$ cat config.mk
export PLATFORM = sky130hd
export DESIGN_NAME = component_data_area_mapper
export DESIGN_NICKNAME = d
export VERILOG_FILES = /design/src/core/mapper_pkg.sv /design/src/core/dm_word_port.sv /design/src/core/component_data_area_mapper.sv
export SDC_FILE = /design/constraint.sdc
export NUM_CORES = 1
export LEC_CHECK = 0
export ABC_AREA = 1
export BUFFER_PORTS_ARGS = -buffer_cell sky130_fd_sc_hd__buf_2
export CAP_MARGIN = 5
export CORE_MARGIN = 4
export CORE_UTILIZATION = 50
export DETAILED_ROUTE_END_ITERATION = 10
export GPL_ROUTABILITY_DRIVEN = 0
export PLACE_DENSITY_LB_ADDON = 0.08
export SLEW_MARGIN = 10
export SYNTH_ARGS = -nofsm -noshare
export SYNTH_HDL_FRONTEND = slang
export SYNTH_SLANG_ARGS = --single-unit
$ cat constraint.sdc
create_clock -name clk -period 3.3 [get_ports clk]
set_clock_uncertainty 0.1 [all_clocks]
set_input_delay 0.66 -clock clk [delete_from_list [all_inputs] [get_ports clk]]
set_output_delay 0.66 -clock clk [all_outputs]
set_load 0.03 [all_outputs]
$ cat src/core/mapper_pkg.sv
// shared constants, offsets, codes and tables for the data area mapper
package mapper_pkg;
  // component kinds
  typedef enum logic {
    comp_temp = 1'b0, // temperature controller
    comp_meter = 1'b1 // panel meter
  } comp_kind_t;

  // offsets inside every area
  localparam logic [4:0] OFF_MONITOR = 5'h00; // response monitor word
  localparam logic [3:0] TC_OFF_TARGET = 4'h1; // target temperature
  localparam logic [3:0] TC_OFF_OPCMD = 4'h2; // controller operation word
  localparam logic [3:0] PM_OFF_OPCMD = 4'h1; // meter operation word
  localparam logic [3:0] PM_OFF_PAIR = 4'h2; // first comparison pair
  localparam logic [3:0] FIRST_DATA = 4'h1; // first data offset
  localparam logic [3:0] TC_WRITE_WORDS = 4'h9; // controller write area size
  localparam logic [4:0] PM_WRITE_WORDS = 5'h0a; // meter write area size
  localparam logic [2:0] PM_SEL_STATUS_LIMIT = 3'h3; // sels below own status

  // operation codes
  localparam logic [15:0] OP_NONE = 16'h0000; // no operation
  localparam logic [15:0] TC_OP_AUTOTUNE_START = 16'h0002; // blocks setpoints
  localparam logic [15:0] TC_OP_MAX = 16'h0005; // highest controller code
  localparam logic [15:0] PM_OP_MAX = 16'h0004; // highest meter code

  // low word offset of a meter read value, by selector
  function automatic logic [4:0] read_low_off(input logic [2:0] sel);
    unique case (sel)
      3'h0: read_low_off = 5'h01; // display value
      3'h1: read_low_off = 5'h04; // peak hold
      3'h2: read_low_off = 5'h07; // bottom hold
      3'h3: read_low_off = 5'h0a; // upper_upper_limit comparison
      3'h4: read_low_off = 5'h0c; // upper comparison
      3'h5: read_low_off = 5'h0e; // lower comparison
      3'h6: read_low_off = 5'h10; // lower_lower_limit comparison
      default: read_low_off = 5'h01; // unused selector code
    endcase
  endfunction

  // words of a write area sent under each command group, bit = offset
  function automatic logic [9:0] write_mask(input comp_kind_t kind,
                                            input logic [2:0] grp);
    write_mask = 10'h000;
    if (kind == comp_temp) begin
      unique case (grp)
        3'h1: write_mask = 10'h006; // target, operation
        3'h2: write_mask = 10'h01e; // target, operation, alarms
        3'h3: write_mask = 10'h0e6; // target, operation, pid
        3'h4: write_mask = 10'h11a; // target, alarms, heater value
        3'h5: write_mask = 10'h0fe; // target, operation, alarms, pid
        default: write_mask = 10'h000; // no group, nothing sent
      endcase
    end else begin
      unique case (grp)
        3'h3: write_mask = 10'h002; // operation only
        3'h4: write_mask = 10'h3fc; // four comparison pairs
        3'h5: write_mask = 10'h3fe; // operation and pairs
        default: write_mask = 10'h000; // groups 1, 2: nothing
      endcase
    end
  endfunction
endpackage

$ cat src/core/dm_word_port.sv
// single outstanding word access to the controller data memory
module dm_word_port #(
  parameter int AW = 16, // word address width
  parameter int DW = 16  // word width
) (
  input wire logic clk, // system clock
  input wire logic rst_n, // async reset, active low
  input wire logic req, // access request, level
  input wire logic we, // 1 write, 0 read
  input wire logic [AW-1:0] addr, // word address
  input wire logic [DW-1:0] wdata, // write word
  output logic busy, // access in flight
  output logic done, // one-cycle completion pulse
  output logic [DW-1:0] rdata, // read word, registered
  output logic dm_req, // memory request, held to ack
  output logic dm_we, // memory write enable
  output logic [AW-1:0] dm_addr, // memory word address
  output logic [DW-1:0] dm_wdata, // memory write word
  input wire logic dm_ack, // memory acknowledge pulse
  input wire logic [DW-1:0] dm_rdata // memory read word at ack
);
  // launch on request, retire on acknowledge
  always_ff @(posedge clk or negedge rst_n) begin
    if (!rst_n) begin
      busy <= 1'b0;
      dm_req <= 1'b0;
      dm_we <= 1'b0;
      dm_addr <= '0;
      dm_wdata <= '0;
    end else if (!busy && req) begin
      busy <= 1'b1; // hold the bus until ack
      dm_req <= 1'b1;
      dm_we <= we;
      dm_addr <= addr;
      dm_wdata <= wdata;
    end else if (busy && dm_ack) begin
      busy <= 1'b0;
      dm_req <= 1'b0;
    end
  end

  // completion pulse and captured read word
  always_ff @(posedge clk or negedge rst_n) begin
    if (!rst_n) begin
      done <= 1'b0;
      rdata <= '0;
    end else begin
      done <= busy && dm_ack;
      if (busy && dm_ack) begin
        rdata <= dm_rdata; // kept for reads and writes alike
      end
    end
  end
endmodule

$ cat src/core/component_data_area_mapper.sv
// maps data memory areas to and from serially attached components
// How it works
// - meter read value low then high word
// - read error zeroes value and status words
// - meter status words at plus three, six, nine
// - response monitor word sits at offset zero
// - controller write area spans nine words
// - target temperature sent under every group
// - write error stops, records code, moves on
// - controller operation codes zero to five
// - operation sent only if group includes it
// - start auto-tuning scan sends no setpoints
// - meter write area spans ten words
// - comparison pairs only in groups four, five
// - meter write value low even, high odd
// - meter operation codes zero to four
module component_data_area_mapper #(
  parameter int AW = 16, // data memory word address width
  parameter int DW = 16  // data memory word width
) (
  input wire logic clk, // system clock
  input wire logic rst_n, // async reset, active low
  input wire logic wr_start, // pulse: start a write area pass
  input wire logic [AW-1:0] wr_base, // write area start address
  input wire logic [AW-1:0] rd_base, // read area start address
  input wire mapper_pkg::comp_kind_t kind, // component kind
  input wire logic [2:0] grp, // command group 1 to 5
  output logic busy, // a pass is running
  output logic wr_done, // pulse: write pass finished
  output logic dm_req, // memory request
  output logic dm_we, // memory write enable
  output logic [AW-1:0] dm_addr, // memory word address
  output logic [DW-1:0] dm_wdata, // memory write word
  input wire logic dm_ack, // memory acknowledge
  input wire logic [DW-1:0] dm_rdata, // memory read word
  output logic tx_valid, // value ready for the component
  input wire logic tx_ready, // link takes the value
  output logic [3:0] tx_offset, // write area offset of the value
  output logic [31:0] tx_data, // value, signed
  input wire logic tx_ack, // link reply pulse
  input wire logic tx_err, // reply carries an error
  input wire logic [15:0] tx_code, // error code with the reply
  input wire logic rx_valid, // meter value arrived
  output logic rx_ready, // value taken
  input wire logic [2:0] rx_sel, // which meter value
  input wire logic [31:0] rx_value, // value read, signed
  input wire logic [15:0] rx_status, // status of the value
  input wire logic rx_err, // read failed
  input wire logic [15:0] rx_code // error code of the read
);
  // gray codes along the write path, then the read path
  typedef enum logic [3:0] {
    s_idle = 4'h0, s_w_op = 4'h1, s_w_scan = 4'h3, s_w_lo = 4'h2,
    s_w_hi = 4'h6, s_w_send = 4'h7, s_w_wait = 4'h5, s_w_mon = 4'h4,
    s_r_lo = 4'hc, s_r_hi = 4'hd, s_r_st = 4'hf, s_r_mon = 4'he
  } state_t;

  state_t state; // sequencer state
  mapper_pkg::comp_kind_t cur_kind; // kind latched at start
  logic [AW-1:0] base; // area start latched at start
  logic [9:0] mask; // words the group sends
  logic [3:0] idx; // next offset to examine
  logic [3:0] cur; // offset being handled
  logic skip_sv; // auto-tuning start seen
  logic [15:0] code; // response monitor value
  logic [2:0] r_sel; // latched read selector
  logic [31:0] r_val; // latched read value
  logic [15:0] r_st; // latched read status
  logic r_err; // latched read error
  logic mem_req; // access wanted this cycle
  logic mem_we; // access is a write
  logic [4:0] mem_off; // offset in the area
  logic [DW-1:0] mem_wdata; // word to write
  logic port_busy; // access in flight
  logic port_done; // access finished
  logic [DW-1:0] port_rdata; // word read
  logic [3:0] op_off; // operation word offset
  logic [3:0] hit; // next offset to send, 0 none
  logic is_pair; // current offset holds a pair
  logic [9:0] start_mask; // words the requested group sends
  logic [15:0] rx_code_q; // latched read error code

  // lowest masked offset not below from, zero when none
  function automatic logic [3:0] next_index(input logic [9:0] m,
                                            input logic [3:0] from);
    logic [3:0] r;
    r = 4'h0;
    for (int i = 9; i >= 1; i--) begin
      if (m[i] && 4'(i) >= from) begin
        r = 4'(i);
      end
    end
    return r;
  endfunction

  // operation code within the accepted range and not a no-op
  function automatic logic op_ok(input mapper_pkg::comp_kind_t k,
                                 input logic [15:0] w);
    logic [15:0] lim;
    lim = (k == mapper_pkg::comp_temp) ? mapper_pkg::TC_OP_MAX
                                       : mapper_pkg::PM_OP_MAX;
    return (w != mapper_pkg::OP_NONE) && (w <= lim);
  endfunction

  // operation offset and pair test for the latched kind
  always_comb begin
    start_mask = mapper_pkg::write_mask(kind, grp);
    op_off = (cur_kind == mapper_pkg::comp_temp) ? mapper_pkg::TC_OFF_OPCMD
                                                 : mapper_pkg::PM_OFF_OPCMD;
    is_pair = (cur_kind == mapper_pkg::comp_meter)
              && (cur >= mapper_pkg::PM_OFF_PAIR);
    // with auto-tuning start only the operation word may go out
    hit = next_index(skip_sv ? (mask & (10'h001 << op_off)) : mask,
                     idx);
  end

  // memory access wanted by each state
  always_comb begin
    mem_we = 1'b1;
    mem_off = mapper_pkg::OFF_MONITOR;
    mem_wdata = code;
    unique case (state)
      s_w_op: begin
        mem_we = 1'b0;
        mem_off = {1'b0, mapper_pkg::TC_OFF_OPCMD};
      end
      s_w_lo: begin
        mem_we = 1'b0;
        mem_off = {1'b0, cur};
      end
      s_w_hi: begin
        mem_we = 1'b0;
        mem_off = {1'b0, cur} + 5'h01;
      end
      s_r_lo: begin
        mem_off = mapper_pkg::read_low_off(r_sel);
        mem_wdata = r_err ? '0 : r_val[15:0];
      end
      s_r_hi: begin
        mem_off = mapper_pkg::read_low_off(r_sel) + 5'h01;
        mem_wdata = r_err ? '0 : r_val[31:16];
      end
      s_r_st: begin
        // display, peak and bottom status at +3, +6, +9
        mem_off = mapper_pkg::read_low_off(r_sel) + 5'h02;
        mem_wdata = r_err ? '0 : r_st;
      end
      s_r_mon: begin
        mem_wdata = r_err ? rx_code_q : '0;
      end
      default: begin
        mem_we = 1'b1; // write monitor or no access
      end
    endcase
    mem_req = (state inside {s_w_op, s_w_lo, s_w_hi, s_w_mon,
                             s_r_lo, s_r_hi, s_r_st, s_r_mon})
              && !port_busy && !port_done;
  end

  dm_word_port #(.AW(AW), .DW(DW)) u_port (
    .clk(clk),
    .rst_n(rst_n),
    .req(mem_req),
    .we(mem_we),
    .addr(base + AW'(mem_off)),
    .wdata(mem_wdata),
    .busy(port_busy),
    .done(port_done),
    .rdata(port_rdata),
    .dm_req(dm_req),
    .dm_we(dm_we),
    .dm_addr(dm_addr),
    .dm_wdata(dm_wdata),
    .dm_ack(dm_ack),
    .dm_rdata(dm_rdata)
  );

  // handshakes
  assign busy = (state != s_idle);
  assign tx_valid = (state == s_w_send);
  assign rx_ready = (state == s_idle) && !wr_start; // writes first

  // sequencer
  always_ff @(posedge clk or negedge rst_n) begin
    if (!rst_n) begin
      state <= s_idle;
    end else begin
      unique case (state)
        s_idle: begin
          if (wr_start) begin
            state <= (kind == mapper_pkg::comp_temp
                      && start_mask[mapper_pkg::TC_OFF_OPCMD])
                     ? s_w_op : s_w_scan; // op looked at first
          end else if (rx_valid) begin
            state <= s_r_lo;
          end
        end
        s_w_op: if (port_done) state <= s_w_scan;
        s_w_scan: state <= (hit == 4'h0) ? s_w_mon : s_w_lo;
        s_w_lo: begin
          if (port_done) begin
            if (is_pair) begin
              state <= s_w_hi;
            end else if (cur == op_off && !op_ok(cur_kind, port_rdata)) begin
              state <= s_w_scan;
            end else begin
              state <= s_w_send;
            end
          end
        end
        s_w_hi: if (port_done) state <= s_w_send;
        s_w_send: if (tx_ready) state <= s_w_wait;
        s_w_wait: begin
          if (tx_ack) begin
            state <= tx_err ? s_w_mon : s_w_scan;
          end
        end
        s_w_mon: if (port_done) state <= s_idle;
        s_r_lo: if (port_done) state <= s_r_hi;
        s_r_hi: begin
          if (port_done) begin
            state <= (r_sel < mapper_pkg::PM_SEL_STATUS_LIMIT)
                     ? s_r_st : s_r_mon;
          end
        end
        s_r_st: if (port_done) state <= s_r_mon;
        s_r_mon: if (port_done) state <= s_idle;
        default: state <= s_idle;
      endcase
    end
  end

  // pass context latched at start
  always_ff @(posedge clk or negedge rst_n) begin
    if (!rst_n) begin
      cur_kind <= mapper_pkg::comp_temp;
      base <= '0;
      mask <= '0;
    end else if (state == s_idle && wr_start) begin
      cur_kind <= kind;
      base <= wr_base;
      mask <= mapper_pkg::write_mask(kind, grp);
    end else if (state == s_idle && rx_valid) begin
      cur_kind <= mapper_pkg::comp_meter;
      base <= rd_base;
    end
  end

  // walk position, auto-tuning guard and monitor code
  always_ff @(posedge clk or negedge rst_n) begin
    if (!rst_n) begin
      idx <= mapper_pkg::FIRST_DATA;
      cur <= '0;
      skip_sv <= 1'b0;
      code <= '0;
    end else if (state == s_idle) begin
      idx <= mapper_pkg::FIRST_DATA;
      skip_sv <= 1'b0;
      code <= '0;
    end else if (state == s_w_op && port_done) begin
      skip_sv <= (port_rdata == mapper_pkg::TC_OP_AUTOTUNE_START);
    end else if (state == s_w_scan) begin
      cur <= hit;
    end else if (state == s_w_lo && port_done) begin
      idx <= cur + (is_pair ? 4'h2 : 4'h1);
    end else if (state == s_w_wait && tx_ack && tx_err) begin
      code <= tx_code;
    end
  end

  // value to the link, low word then high word
  always_ff @(posedge clk or negedge rst_n) begin
    if (!rst_n) begin
      tx_offset <= '0;
      tx_data <= '0;
    end else if (state == s_w_lo && port_done) begin
      tx_offset <= cur;
      tx_data <= {{16{port_rdata[15]}}, port_rdata}; // sign extend
    end else if (state == s_w_hi && port_done) begin
      tx_data[31:16] <= port_rdata;
    end
  end

  // meter read value latched on acceptance
  always_ff @(posedge clk or negedge rst_n) begin
    if (!rst_n) begin
      r_sel <= '0;
      r_val <= '0;
      r_st <= '0;
      r_err <= 1'b0;
      rx_code_q <= '0;
    end else if (rx_valid && rx_ready) begin
      r_sel <= rx_sel;
      r_val <= rx_value;
      r_st <= rx_status;
      r_err <= rx_err;
      rx_code_q <= rx_code;
    end
  end

  // completion pulse
  always_ff @(posedge clk or negedge rst_n) begin
    if (!rst_n) begin
      wr_done <= 1'b0;
    end else begin
      wr_done <= (state == s_w_mon) && port_done;
    end
  end
endmodule

==> flow_summary.json <==
{
  "htreeDepth": 1,
  "start_util_pct": 51.2,
  "power_density_nw_per_um2": 978,
  "ys_warn_count": 0,
  "yosysSeqAreaShare_pct": 51.8,
  "drive_gt1_share_pct": 27.7,
  "fmax_mhz": 320,
  "yosysTopAreaCell": "dfrtp_1",
  "routed_wl_um": 27200,
  "period_share_pct": 94.7,
  "postRouteAntennaNets": 0,
  "swShare_pct": 42.2,
  "netSwitchingPower_mw": 5.08,
  "synth_nets": 1279,
  "power.total_mw": 12.0,
  "synthTopCellsByArea": "dfrtp_1, nand2_1, o21ai_0, mux2_2, inv_1",
  "stdcell_count": 1630,
  "num-nets-final": 1504,
  "tns_ns": 0,
  "synth_area_per_cell_sq_um": 8.97,
  "maxCapViolCount": 0,
  "clk_path_buf_depth": 3,
  "power_frac_seq_pct": 36.7,
  "period_minus_slack_ns": 3.13,
  "fillers": 1780,
  "grt_max_degree": 63,
  "dp_cells": 1581,
  "synth_top_flop_cell": "dfrtp_1",
  "startpoint": "r_sel[1]",
  "status": "complete, no violations",
  "worstPathMaxFanout": 5,
  "grt_util_all_layers_pct": 24.0,
  "timing.rr.end": "u_port.dm_addr[10]",
  "synthArstFlopShare_pct": 100,
  "portBuffers": 217,
  "grt_pass1_vias": 8237,
  "timing.rr.start": "r_sel[1]",
  "numCtsBuffers": 23,
  "drc": 0,
  "area_delta_synth_final_pct": 22.3,
  "crit_path_end": "u_port.dm_addr[10]",
  "layout_setup_ws_ns": 0.174,
  "via_count": 8532,
  "drt-vias-per-instance": 5.23,
  "worstSetupPathType": "flip-flop to flip-flop",
  "cts_tree": "yes",
  "crit_path_cell_trace": "nand2_1, inv_1, nor2_1, nor2_1, nor2_2, ha_1, nand2_1, a21boi_0, o221ai_1, ha_1, nand3b_1, nand2_2, nand2_1, a21oi_2, nand2_2, nor2_4, xor2_1, o21ai_1",
  "place_ws_ns": -0.00318,
  "wl_per_cell_um": 16.7,
  "synth_most_common_cell": "dfrtp_1",
  "critPathArrivalTime_ns": 3.41,
  "clkLatencyLatePin_ns": 0.51,
  "reg2regPathDepth": 18,
  "ys_ff_latch": 208,
  "peakVddDrop_v": 0.000430,
  "die_w_um": 150,
  "core-area_sq_um": 19700,
  "pin_count": 218,
  "hold_path.class": "primary input to asynchronous set/reset pin",
  "worst_pin_slew_ns": 0.919,
  "ctsRootBufferMaster": "clkbuf_16",
  "critPathSlowestCell": "dfrtp_1",
  "synth_top_cell_area_share_pct": 51.5,
  "clockPowerShare_pct": 20.7,
  "finalSetupViolations": 0,
  "rows": 51,
  "critPathMostFrequentCell": "nand2_1",
  "cp.required_ns": 3.58,
  "crit_buf_inv": 1,
  "synthTopCellsByCount": "dfrtp_1, nand2_1, inv_1",
  "hold_viol": 0,
  "holdBufCountCts": 0,
  "antenna_found_initial": 4,
  "critPathLaunchType": "flip-flop",
  "dpl.hpwl_um": 20100,
  "clk_pin_slew_worst_paths_ns": 0.06,
  "max_stage_delay_ns": 0.42,
  "synth.distinct_cells": 50,
  "grt_pass1_wl_um": 42800,
  "synth-edff-count": 0,
  "pwr-share-comb_pct": 42.6,
  "synth_cells": 1121,
  "die_h_um": 150,
  "hold_slack_ns": 0.0435,
  "synth_area_sq_um": 10100,
  "overflow": 0,
  "cp.depth": 18,
  "dieArea_sq_um": 22400,
  "relSlewSlack_pct": 38.6,
  "crit_family": "simple AND/OR/NAND/NOR gates",
  "reg2reg_slack_ns": 0.17,
  "cp-end-kind": "flip-flop",
  "drt_iter0_drc": 540,
  "slew_violations": 0,
  "leakage_nw": 6.18,
  "cts.sinks": 208,
  "first_pass_iters": 5,
  "internal-power_mw": 6.95
}
## layer usage
| metal | vias up | GRT usage [%] | routed length (um) |
|---|---|---|---|
| met5 | - | 0 | 50 |
| li1 | 4199 | - | - |
| met1 | 4012 | 33.9 | 12100 |
| met4 | 6 | 6.18 | 724 |
| met2 | 262 | 38.3 | 12600 |
| met3 | 53 | 4.48 | 1710 |
## power groups by stage
stage / clock [mW] / combinational [mW] / sequential, mW
3_5_place_dp: 0 / 5.04 / 4.43
4_1_cts: 2.53 / 5.07 / 4.40
5_1_grt: 2.66 / 5.69 / 4.54
6_report: 2.49 / 5.13 / 4.41
2_1_floorplan: 0 / 2.95 / 4.96
3_3_place_gp: 0 / 4.96 / 4.41
## metrics by stage
stage | util (%) | instance area (sq um)
after floorplan | - | 10100
after global placement | 58.3 | 11500
after detailed placement | 58.3 | 11500
after CTS | 62.1 | 12200
after global routing | 62.6 | 12300
final | 62.6 | 12300
## cell families after synthesis
logic type	synth area share (%)
flops	51.8
fa+ha+maj	1.89
xor+xnor	0.871
compound gates	13.3
buf+inv	7.58
mux	6.38
simple gates	18.2
## worst min path at each step
| stage | cells after the start | slack, ns | end | from |
|---|---|---|---|---|
| floorplan | 0 | 0.26 | base[0] | rst_n |
| global placement | 2 | 0.36 | tx_data[3] | tx_data[3] |
| detailed placement | 2 | 0.37 | tx_data[2] | tx_data[2] |
| CTS | 1 | 0.06 | tx_data[18] | rst_n |
| global route | 1 | 0.07 | tx_data[11] | rst_n |
| finish | 1 | 0.04 | tx_data[11] | rst_n |
## cell type report
cell class | instances | area (sq um) | area share, %
Antenna cell | 3 | 7.51 | 0.0610
Clock buffer | 37 | 718 | 5.84
Multi-Input combinational cell | 734 | 4150 | 33.7
Tap cell | 265 | 332 | 2.70
Timing Repair Buffer | 250 | 1380 | 11.2
Clock inverter | 4 | 23.8 | 0.193
Sequential cell | 208 | 5210 | 42.3
Inverter | 129 | 485 | 3.95
## cell usage in the layout, fill, tap and decap left out, types with 4 or more instances in the layout
cell       synthesis  final
nor2_2             4      6
o21ai_0           95     94
nor2_4             5      6
nand2_2            6      7
ha_1              12     10
o22ai_1           18     18
o21ai_1           37     38
nand4_1           27     27
mux2_2            42     42
nand2_1          193    191
clkbuf_1          20      5
a21oi_1           54     51
a31oi_1            4      4
nand3_1           78     78
clkbuf_16          0     23
mux2_1            15     15
inv_1            120    118
a21oi_2            4      7
buf_4              2     28
a221oi_1           7      7
buf_2             17    216
o21a_1             4      4
dfrtp_1          207    207
nor2_1            88     85
nor3_1             6      6
inv_2              7      9
clkinv_2           1      4
clkbuf_8           0     10
xor2_1             9      9
## sequential cells by signal (all words and copies together) (netlist names), 3 cells and up
register         count
rx_code_q           16
r_val               32
tx_offset            4
state                4
u_port.rdata        16
tx_data             32
r_st                16
u_port.dm_wdata     16
base                16
code                16
r_sel                3
u_port.dm_addr      16
cur                  4
idx                  4
mask                 6
## repair_timing
action	in CTS	in global routing
buffers inserted	0	5
endpoints found under the hold margin	0	0
gates resized for setup	1	17
pin swaps	0	10
endpoints found under the setup margin	2	8
(Power assumes the default switching activity.)
